`config.mk`:
```
export PLATFORM = sky130hd
export DESIGN_NAME = ocs_status_bank
export DESIGN_NICKNAME = d
export VERILOG_FILES = /design/src/design/ocs_status_bank.v
export VERILOG_INCLUDE_DIRS = /design/src /design/src/inc
export SDC_FILE = /design/constraint.sdc
export NUM_CORES = 1
export LEC_CHECK = 0
export ABC_AREA = 1
export ABC_CLOCK_PERIOD_IN_PS = 950
export BUFFER_PORTS_ARGS = -buffer_cell sky130_fd_sc_hd__clkbuf_2
export CAP_MARGIN = 20
export CELL_PAD_IN_SITES_DETAIL_PLACEMENT = 1
export CELL_PAD_IN_SITES_GLOBAL_PLACEMENT = 1
export CORE_MARGIN = 4
export CORE_UTILIZATION = 33
export CTS_CLUSTER_SIZE = 16
export DETAILED_ROUTE_END_ITERATION = 10
export GPL_ROUTABILITY_DRIVEN = 0
export GPL_TIMING_DRIVEN = 0
export PLACE_DENSITY = 0.74
export SLEW_MARGIN = 40
export SYNTH_ARGS = -nofsm -noshare
export SYNTH_HDL_FRONTEND = slang
export SYNTH_SLANG_ARGS = --single-unit
```
`constraint.sdc`:
```
create_clock -name core_clk -period 0.95 [get_ports core_clk]
set_input_delay 0.1425 -clock core_clk [delete_from_list [all_inputs] [get_ports core_clk]]
set_output_delay 0.1425 -clock core_clk [all_outputs]
set_load 0.02 [all_outputs]
```
`src/inc/ocs_consts.vh`:
```
// Address codes, field positions and reset values of the overcurrent status bank
`ifndef OCS_CONSTS_VH
`define OCS_CONSTS_VH
// Address byte: bit 7 selects operation, bits 6..1 select the register, bit 0 is always 1
`define OCS_OP_BIT 7
`define OCS_SEL_HI 6
`define OCS_SEL_LO 1
`define OCS_SEL_W 6
`define OCS_SEL_OC1 6'h2d
`define OCS_SEL_OC2 6'h1d
`define OCS_SEL_OC3 6'h3d
`define OCS_SEL_OL1 6'h03
`define OCS_SEL_GLB 6'h0d
`define OCS_STAT_RESET 8'h00
`define OCS_MASK_OC1 10'h00f
`define OCS_MASK_OC2 10'h0f0
`define OCS_MASK_OC3 10'h300
`define OCS_MASK_NONE 10'h000
`define OCS_GLB_LE_BIT 6
`define OCS_NUM_BRIDGES 10
`define OCS_BRIDGES_PER_BYTE 4
`define OCS_OL_BRIDGES 4
`endif

```
`src/design/ocs_status_bank.v`:
```
// Overcurrent (ten half-bridges) and open-load (bridges 1-4 only) read-and-clear status bank
// Functional notes
// [RULE1] High-side overcurrent sets a latched flag and switches that high side off.
// [RULE2] Low-side overcurrent sets a latched flag and switches that low side off.
// [RULE3] Byte one: bridges 1-4, low side even bit, high side odd bit.
// [RULE4] Byte two at address code 011 10: bridges 5-8, same pairing.
// [RULE5] Byte three at address code 111 10 reports bridges 9 and 10.
// [RULE6] Byte three: bridge 9 at bits 0-1, bridge 10 at bits 2-3.
// [RULE7] Byte three bits 4 to 7 always read zero.
// [RULE8] Status bits of absent or unconnected outputs read as zero.
// [RULE9] Open-load byte one at address code 000 01: bridges 1-4 paired.
// [RULE10] Overcurrent flags reset to zero and rise only on a detected fault.
// [RULE11] Master reads with address bit 7 low, clears with bit 7 high.
// [RULE12] Device never clears a flag itself; only a clear command does.
// [RULE13] Global load error is the OR of all overcurrent and open-load flags.
// [RULE14] A tripped switch stays off until its overcurrent flag is cleared.
`timescale 1ns/1ns
`include "ocs_consts.vh"
module ocs_status_bank #(
  parameter NUM_BRIDGES = `OCS_NUM_BRIDGES,
  parameter [`OCS_NUM_BRIDGES-1:0] BRIDGE_PRESENT = 10'h3ff
) (
  input wire core_clk,
  input wire resetn,
  input wire clk_en,
  input wire cmd_valid,
  input wire [7:0] cmd_addr,
  input wire [`OCS_NUM_BRIDGES-1:0] high_side_overcurrent_event,
  input wire [`OCS_NUM_BRIDGES-1:0] low_side_overcurrent_event,
  input wire [`OCS_OL_BRIDGES-1:0] high_side_open_load_event,
  input wire [`OCS_OL_BRIDGES-1:0] low_side_open_load_event,
  input wire [`OCS_NUM_BRIDGES-1:0] high_side_switch_request,
  input wire [`OCS_NUM_BRIDGES-1:0] low_side_switch_request,
  output reg [7:0] rsp_data,
  output reg rsp_valid,
  output reg [`OCS_NUM_BRIDGES-1:0] high_side_switch,
  output reg [`OCS_NUM_BRIDGES-1:0] low_side_switch,
  output reg global_load_error
);

  // ****************************************
  // Flag storage
  // ****************************************
  reg [`OCS_NUM_BRIDGES-1:0] high_side_overcurrent_flag;
  reg [`OCS_NUM_BRIDGES-1:0] low_side_overcurrent_flag;
  reg [`OCS_OL_BRIDGES-1:0] high_side_open_load_flag;
  reg [`OCS_OL_BRIDGES-1:0] low_side_open_load_flag;

  // ****************************************
  // Present-output mask
  // ****************************************
  // Smaller variants leave outputs unbonded; their flags never latch, so they read zero
  wire [`OCS_NUM_BRIDGES-1:0] present_mask;
  genvar p;
  generate
    for (p = 0; p < `OCS_NUM_BRIDGES; p = p + 1) begin : g_present
      assign present_mask[p] = BRIDGE_PRESENT[p] && (p < NUM_BRIDGES); // [RULE8]
    end
  endgenerate

  // ****************************************
  // Command decode
  // ****************************************
  // Bit 0 of the address byte is not decoded; the frame engine checks it
  wire [`OCS_SEL_W-1:0] sel;
  wire clear_cmd;
  wire oc1_hit;
  wire oc2_hit;
  wire oc3_hit;
  wire ol1_hit;
  wire glb_hit;
  assign sel = cmd_addr[`OCS_SEL_HI:`OCS_SEL_LO];
  assign clear_cmd = cmd_valid & cmd_addr[`OCS_OP_BIT]; // [RULE11]
  assign oc1_hit = (sel == `OCS_SEL_OC1); // [RULE3]
  assign oc2_hit = (sel == `OCS_SEL_OC2); // [RULE4]
  assign oc3_hit = (sel == `OCS_SEL_OC3); // [RULE5]
  assign ol1_hit = (sel == `OCS_SEL_OL1); // [RULE9]
  assign glb_hit = (sel == `OCS_SEL_GLB); // [RULE13]

  // Bridge index range a register clear touches
  function [`OCS_NUM_BRIDGES-1:0] oc_clear_mask;
    input [`OCS_SEL_W-1:0] s;
    begin
      if (s == `OCS_SEL_OC1) begin
        oc_clear_mask = `OCS_MASK_OC1;
      end else if (s == `OCS_SEL_OC2) begin
        oc_clear_mask = `OCS_MASK_OC2;
      end else if (s == `OCS_SEL_OC3) begin
        oc_clear_mask = `OCS_MASK_OC3;
      end else begin
        oc_clear_mask = `OCS_MASK_NONE;
      end
    end
  endfunction

  // Interleave low and high flags of four bridges into one byte
  function [7:0] pack_pairs;
    input [3:0] ls;
    input [3:0] hs;
    integer k;
    begin
      pack_pairs = 8'h00;
      for (k = 0; k < 4; k = k + 1) begin
        pack_pairs[2*k] = ls[k];
        pack_pairs[2*k+1] = hs[k];
      end
    end
  endfunction

  wire [`OCS_NUM_BRIDGES-1:0] oc_clr = clear_cmd ? oc_clear_mask(sel) : `OCS_MASK_NONE;
  wire ol_clr = clear_cmd & ol1_hit;

  // ****************************************
  // Per-switch latches
  // ****************************************
  genvar b;
  generate
    for (b = 0; b < `OCS_NUM_BRIDGES; b = b + 1) begin : g_bridge
      wire next_high_side_switch;
      wire next_low_side_switch;
      // Cut in the same cycle as the fault, and held off while latched
      assign next_high_side_switch = high_side_switch_request[b] & ~high_side_overcurrent_event[b] &
        ~high_side_overcurrent_flag[b] & present_mask[b]; // [RULE1] [RULE14]
      assign next_low_side_switch = low_side_switch_request[b] & ~low_side_overcurrent_event[b] &
        ~low_side_overcurrent_flag[b] & present_mask[b]; // [RULE2] [RULE14]
      always @(posedge core_clk or negedge resetn) begin
        if (!resetn) begin
          high_side_overcurrent_flag[b] <= 1'b0; // [RULE10]
          low_side_overcurrent_flag[b] <= 1'b0;
          high_side_switch[b] <= 1'b0;
          low_side_switch[b] <= 1'b0;
        end else if (clk_en) begin
          // Set wins over a clear in the same cycle; absent outputs never latch
          if (present_mask[b] && high_side_overcurrent_event[b]) begin
            high_side_overcurrent_flag[b] <= 1'b1; // [RULE1] [RULE8]
          end else if (oc_clr[b]) begin
            high_side_overcurrent_flag[b] <= 1'b0; // [RULE12]
          end
          if (present_mask[b] && low_side_overcurrent_event[b]) begin
            low_side_overcurrent_flag[b] <= 1'b1; // [RULE2] [RULE8]
          end else if (oc_clr[b]) begin
            low_side_overcurrent_flag[b] <= 1'b0; // [RULE12]
          end
          high_side_switch[b] <= next_high_side_switch; // [RULE1]
          low_side_switch[b] <= next_low_side_switch; // [RULE2]
        end
      end
    end
    for (b = 0; b < `OCS_OL_BRIDGES; b = b + 1) begin : g_ol
      always @(posedge core_clk or negedge resetn) begin
        if (!resetn) begin
          high_side_open_load_flag[b] <= 1'b0;
          low_side_open_load_flag[b] <= 1'b0;
        end else if (clk_en) begin
          if (present_mask[b] && high_side_open_load_event[b]) begin
            high_side_open_load_flag[b] <= 1'b1; // [RULE9]
          end else if (ol_clr) begin
            high_side_open_load_flag[b] <= 1'b0; // [RULE12]
          end
          if (present_mask[b] && low_side_open_load_event[b]) begin
            low_side_open_load_flag[b] <= 1'b1; // [RULE9]
          end else if (ol_clr) begin
            low_side_open_load_flag[b] <= 1'b0; // [RULE12]
          end
        end
      end
    end
  endgenerate

  // ****************************************
  // Read path
  // ****************************************
  // Packed views, so the read mux only selects
  wire [7:0] oc1_byte;
  wire [7:0] oc2_byte;
  wire [7:0] oc3_byte;
  wire [7:0] ol1_byte;
  assign oc1_byte = pack_pairs(low_side_overcurrent_flag[3:0], high_side_overcurrent_flag[3:0]); // [RULE3]
  assign oc2_byte = pack_pairs(low_side_overcurrent_flag[7:4], high_side_overcurrent_flag[7:4]); // [RULE4]
  assign oc3_byte = pack_pairs({2'b00, low_side_overcurrent_flag[9:8]},
    {2'b00, high_side_overcurrent_flag[9:8]}); // [RULE6] [RULE7]
  assign ol1_byte = pack_pairs(low_side_open_load_flag, high_side_open_load_flag); // [RULE9]

  reg [7:0] next_rsp_data;
  always @* begin
    // Read returns content before any clear in the same frame
    next_rsp_data = `OCS_STAT_RESET;
    if (oc1_hit) begin
      next_rsp_data = oc1_byte; // [RULE3]
    end else if (oc2_hit) begin
      next_rsp_data = oc2_byte; // [RULE4]
    end else if (oc3_hit) begin
      next_rsp_data = oc3_byte; // [RULE5] [RULE7]
    end else if (ol1_hit) begin
      next_rsp_data = ol1_byte; // [RULE9]
    end else if (glb_hit) begin
      next_rsp_data[`OCS_GLB_LE_BIT] = global_load_error; // [RULE13]
    end
  end

  always @(posedge core_clk or negedge resetn) begin
    if (!resetn) begin
      rsp_data <= `OCS_STAT_RESET;
      rsp_valid <= 1'b0;
    end else if (clk_en) begin
      rsp_valid <= cmd_valid;
      if (cmd_valid) begin
        rsp_data <= next_rsp_data;
      end
    end
  end

  // ****************************************
  // Global load error
  // ****************************************
  // Registered, so it trails the flags by one cycle; keeps the wide OR off the output
  always @(posedge core_clk or negedge resetn) begin
    if (!resetn) begin
      global_load_error <= 1'b0;
    end else if (clk_en) begin
      global_load_error <= |{high_side_overcurrent_flag, low_side_overcurrent_flag,
        high_side_open_load_flag, low_side_open_load_flag}; // [RULE13]
    end
  end

endmodule

```
======== After elaboration in Yosys (flattened, before gate mapping) ========
Index checks and enable logic that the tools add are counted.
operators by class
  equality and inequality tests ........... 5
  multiplexer cells ....................... 50
  bitwise operators ....................... 82
  reduce and logical (&&, ||, !) cells .... 58
operator list
  cell                                                  number
  AND reduction 2 bit                                   29
  nonzero test 2 bit                                    28
  AND 1 bit                                             42
  two-way mux 1 bit                                     42
  two-way mux 10 bit                                    4
  inverter 1 bit                                        40
  OR reduction 28 bit                                   1
  two-way mux 8 bit                                     3
  equality test 6 bit (second input constant)           2
  equality test 6 x 2 -> 1 bit (second input constant)  1
  equality test 6 x 4 -> 1 bit (second input constant)  1
  equality test 6 x 5 -> 1 bit (second input constant)  1
  two-way mux 6 bit                                     1
storage, ports and cells
  flip-flop bits (word level) ............. 58
  bits of input ports ..................... 60

======== Depth between registers and ports, before layout ========
  word-level depth ........................ 7
  mapped depth ............................ 9
  gate-level depth less buffers ........... 9

======== Worst setup path before layout ========
No wires, ideal clock.
  kind .................................... input to register
  start ................................... in cmd_addr[2]
  end ..................................... reg rsp_data[0]
  library setup time ...................... 0.116 ns
  arrival ................................. 0.856 ns
  path slack .............................. -0.022 ns
  cell stages on the path ................. 8
  cell sequence ........................... inv_1 nand2_1 nor2_4 nand2_4 o21ai_0 inv_1 nand2_1 nand2_1
between the ends
  longest elaborated chain between the ends .. 5
ends and longest elaborated chain
  what                                    RTL line               source
  from (decl)                             ocs_status_bank.v:27   input wire [7:0] cmd_addr,
  equality test 6 x 2 -> 1 bit (no line)  n/a
  two-way mux 6 bit                       ocs_status_bank.v:194  end else if (ol1_hit) begin
  two-way mux 8 bit                       ocs_status_bank.v:192  end else if (oc3_hit) begin
  two-way mux 8 bit                       ocs_status_bank.v:190  end else if (oc2_hit) begin
  two-way mux 8 bit *                     ocs_status_bank.v:188  if (oc1_hit) begin
  to (signal assigned)                    ocs_status_bank.v:203  rsp_data <= `OCS_STAT_RESET;
  to (signal assigned)                    ocs_status_bank.v:208  rsp_data <= next_rsp_data;
  to (decl)                               ocs_status_bank.v:34   output reg [7:0] rsp_data,
Every way passes the cells marked *; elsewhere a longest branch is shown, timed or not.
A chain may end at the register's enable or synchronous reset.

======== Final worst setup path ========
  start ................................... reg low_side_overcurrent_flag[5]
  end ..................................... reg global_load_error
between the ends
  longest elaborated chain between the ends .. 1
ends and longest elaborated chain
  what                               RTL line               source
  from (decl)                        ocs_status_bank.v:45   reg [`OCS_NUM_BRIDGES-1:0] low_side_overcurrent_flag;
  from (signal, indexed assignment)  ocs_status_bank.v:129  low_side_overcurrent_flag[b] <= 1'b0;
  from (signal, indexed assignment)  ocs_status_bank.v:140  low_side_overcurrent_flag[b] <= 1'b1;
  from (signal, indexed assignment)  ocs_status_bank.v:142  low_side_overcurrent_flag[b] <= 1'b0;
  OR reduction 28 bit                ocs_status_bank.v:221  global_load_error <= |{high_side_overcurrent_flag, low_side_overcurrent_flag,
  to (signal assigned)               ocs_status_bank.v:221
  to (decl)                          ocs_status_bank.v:38   output reg global_load_error
No other way between the ends.

==> flow_metrics.tcl <==
set metrics [dict create \
    required_ns 1.17 \
    min_path_type "in2reg" \
    root_buffer "clkbuf_8" \
    port_buffers 87 \
    pin_count 90 \
    fin_nets 527 \
    detail-route-antenna-nets 0 \
    synth_area_leaders "dfrtp_1 (53%), nand2_1 (12%), inv_1 (6.4%)" \
    grt_max_degree 32 \
    dieArea_mm2 0.00989 \
    crit_type "reg2reg" \
    antennaDiodeCount 0 \
    grt_usage 0.182 \
    use_met3 0.0407 \
    htreeDepth 3 \
    place_area_mm2 0.00336 \
    rsz0062_at_grt "yes" \
    dp_hpwl_mm 6.69 \
    p_per_area_mw_per_mm2 1420 \
    rows 33 \
    numCtsBuffers 9 \
    clock_skew_ns 0.00683 \
    r2r_start "low_side_overcurrent_flag[5]$_DFFE_PN0P_" \
    combPwrFrac 0.105 \
    tightest_slew_ns 0.493 \
    holdCritStartpoint "low_side_switch_request[6]" \
    die_y_um 99.4 \
    cts_sinks 58 \
    route.detailed.drc 0 \
    drv_cap 0 \
    critical_path_arrival_ns 1.28 \
    area_growth_pct 50.7 \
    grtUsageMet2 0.305 \
    worst-path-max-fanout 2 \
    initialDrtViolationCount 143 \
    netlist_instances 333 \
    syn_area_mm2 0.00276 \
    violations "setup timing" \
    status "complete, but fails checks" \
    start_util 0.337 \
    clock_latency_ns 0.33 \
    use_met1 0.229 \
    p_seq_frac 0.427 \
    stdcell_count 577 \
    drt_first_pass_iters 4 \
    antenna_found_initial 0 \
    gr-max-usage-layer "met2" \
    drive_above_1_share 0.383 \
    yosys.area.top_type "dfrtp_1" \
    synth_top_area_share 0.526 \
    setup_ws_ns -0.118 \
    power.switching_fraction 0.232 \
    dpl.cell_count 526 \
    endpoint_kind "register" \
    ir_drop_uv 751 \
    clk_path_buf_depth 2 \
    avgSynthCellArea_um2 8.28 \
    synthesis.nets 393 \
    holdWs_ns 0.0392 \
    synth-seq-cells 58 \
    cts_tree "yes" \
    dieWidth_um 99.4 \
    power_leakage_nw 2.25 \
    fin_crit_sh 1.12 \
    setup_viol 34 \
    max-slew-margin-rel 0.671 \
    startpoint_type "register" \
    utilization 0.509 \
    synth_cell_type_count 24 \
    clk_pin_slew_worst_paths_ns 0.07 \
    routed_wl_mm 9.31 \
    ys_seq_area_frac 0.526 \
    critPathLaunch "low_side_overcurrent_flag[5]$_DFFE_PN0P_" \
    power_switching_mw 1.37 \
    vias_per_cell 4.85 \
    layout_min_cycle_time_ns 1.07 \
    yosys_warnings 0 \
    final_max_slew_viol_count 0 \
    timing.fmax_ghz 0.936 \
    vias 2798 \
    grt_pass1_wl_mm 14.1 \
    grt_pass1_vias 2929 \
    p_int_mw 4.53 \
    wire_per_inst_um 16.1 \
    final_area_mm2 0.00416 \
    hold_viol 0 \
    pwr-share-clk 0.467 \
    overflow 0 \
    fp.coreArea_mm2 0.00818 \
]
==> what timing repair did <==
action                                  CTS  global route
cloned                                    0             1
pin swaps                                 2            17
endpoints found under the hold margin    27             0
endpoints found under the setup margin   42            67
hold buffers                              1             0
resized for setup                        37            68
setup buffers                            16            17
==> critical path, cell delays in order (launching register included) <==
cell and delay [ns]:
dfrtp_1 0.39, inv_1 0.10, nand4_1 0.13, nor2_1 0.11, nand2_1 0.07, nor2_2 0.11
nor2_1 0.04
==> registers in the layout (all words and copies together), names as in the netlist <==
name / cells
high_side_overcurrent_flag: 10
high_side_open_load_flag: 4
global_load_error: 1
low_side_switch: 10
high_side_switch: 10
low_side_open_load_flag: 4
rsp_data: 8
rsp_valid: 1
low_side_overcurrent_flag: 10
==> routing by layer <==
metal,wire length [µm],part of all wire,vias up
met5,0,0,-
met4,199,0.021,0
met3,446,0.048,13
met2,4750,0.51,73
met1,3910,0.42,1359
li1,-,-,1353
==> worst paths after layout <==
check                                                         endpoint  slack, ns  cells after the start
worst max-delay path                     global_load_error$_DFFE_PN0P_      -0.12                      6
worst min-delay path                    low_side_switch[6]$_DFFE_PN0P_       0.04                      3
worst max register to register           global_load_error$_DFFE_PN0P_      -0.12                      6
worst min register to register                   rsp_valid$_DFFE_PN0P_       0.50                      2
max in group asynchronous       low_side_open_load_flag[1]$_DFFE_PN0P_       0.14                      3
min in group asynchronous              high_side_switch[7]$_DFFE_PN0P_       0.31                      2
==> cell usage in the layout (no fill, tap or decap), types with 2 or more instances in the layout <==
cell type / n
nand4_1: 14
nand2_2: 6
nand3_2: 2
clkbuf_2: 56
o21ai_0: 23
o22ai_1: 7
o21ai_2: 3
bufinv_16: 2
inv_1: 38
nand2_1: 81
a32o_1: 4
nor2_1: 20
inv_2: 10
o21ai_1: 10
buf_6: 21
clkbuf_8: 26
buf_4: 31
nor2_4: 7
dfrtp_1: 57
nand2_4: 3
nor2_2: 3
o211ai_1: 3
buf_2: 3
nand3_1: 28
clkbuf_1: 4
==> power groups by stage <==
stage | sequential (mW) | clock, mW | combinational [mW]
floorplan | 2.59 | 0 | 0.195
global placement | 2.56 | 0 | 0.489
detailed placement | 2.56 | 0 | 0.511
CTS | 2.52 | 2.81 | 0.575
global route | 2.52 | 2.93 | 0.678
finish | 2.52 | 2.76 | 0.621
==> through the flow <==
step | worst slack, ns | TNS [ns] | power, mW
final | -0.118 | -1.89 | 5.90
after detailed placement | -0.449 | -13.14 | 3.07
after global placement | -0.687 | -43.77 | 3.05
after global routing | -0.184 | -3.47 | 6.13
after floorplan | 0.0156 | 0 | 2.78
after CTS | -0.116 | -2.48 | 5.90
==> layout make-up <==
| type | count | area (µm²) |
|---|---|---|
| clock buffer | 13 | 179 |
| fill | 989 | 4020 |
| multi-input combinational | 217 | 1140 |
| tap | 105 | 131 |
| sequential | 58 | 1450 |
| buffer | 9 | 52.6 |
| timing repair buffer | 122 | 943 |
| inverter | 50 | 193 |
| clock inverter | 3 | 68.8 |
==> synthesized netlist by cell type (all sizes together) <==
library cell	number
a32o	4
nor2	30
o21ai	36
o211ai	3
inv	49
nand4	14
nor4	1
clkbuf	4
nor3	1
o22ai	8
clkinv	1
nand3	30
buf	5
dfrtp	58
nand2	89
==> kinds of logic (layout without fill, tap and decap cells) <==
kind of cell | count (synthesis) | in the layout | share of synthesized area
buf+inv | 59 | 197 | 0.0866
compound gates | 51 | 51 | 0.106
simple gates | 165 | 166 | 0.281
flops | 58 | 58 | 0.526
Power figures use the tool's default switching activity.
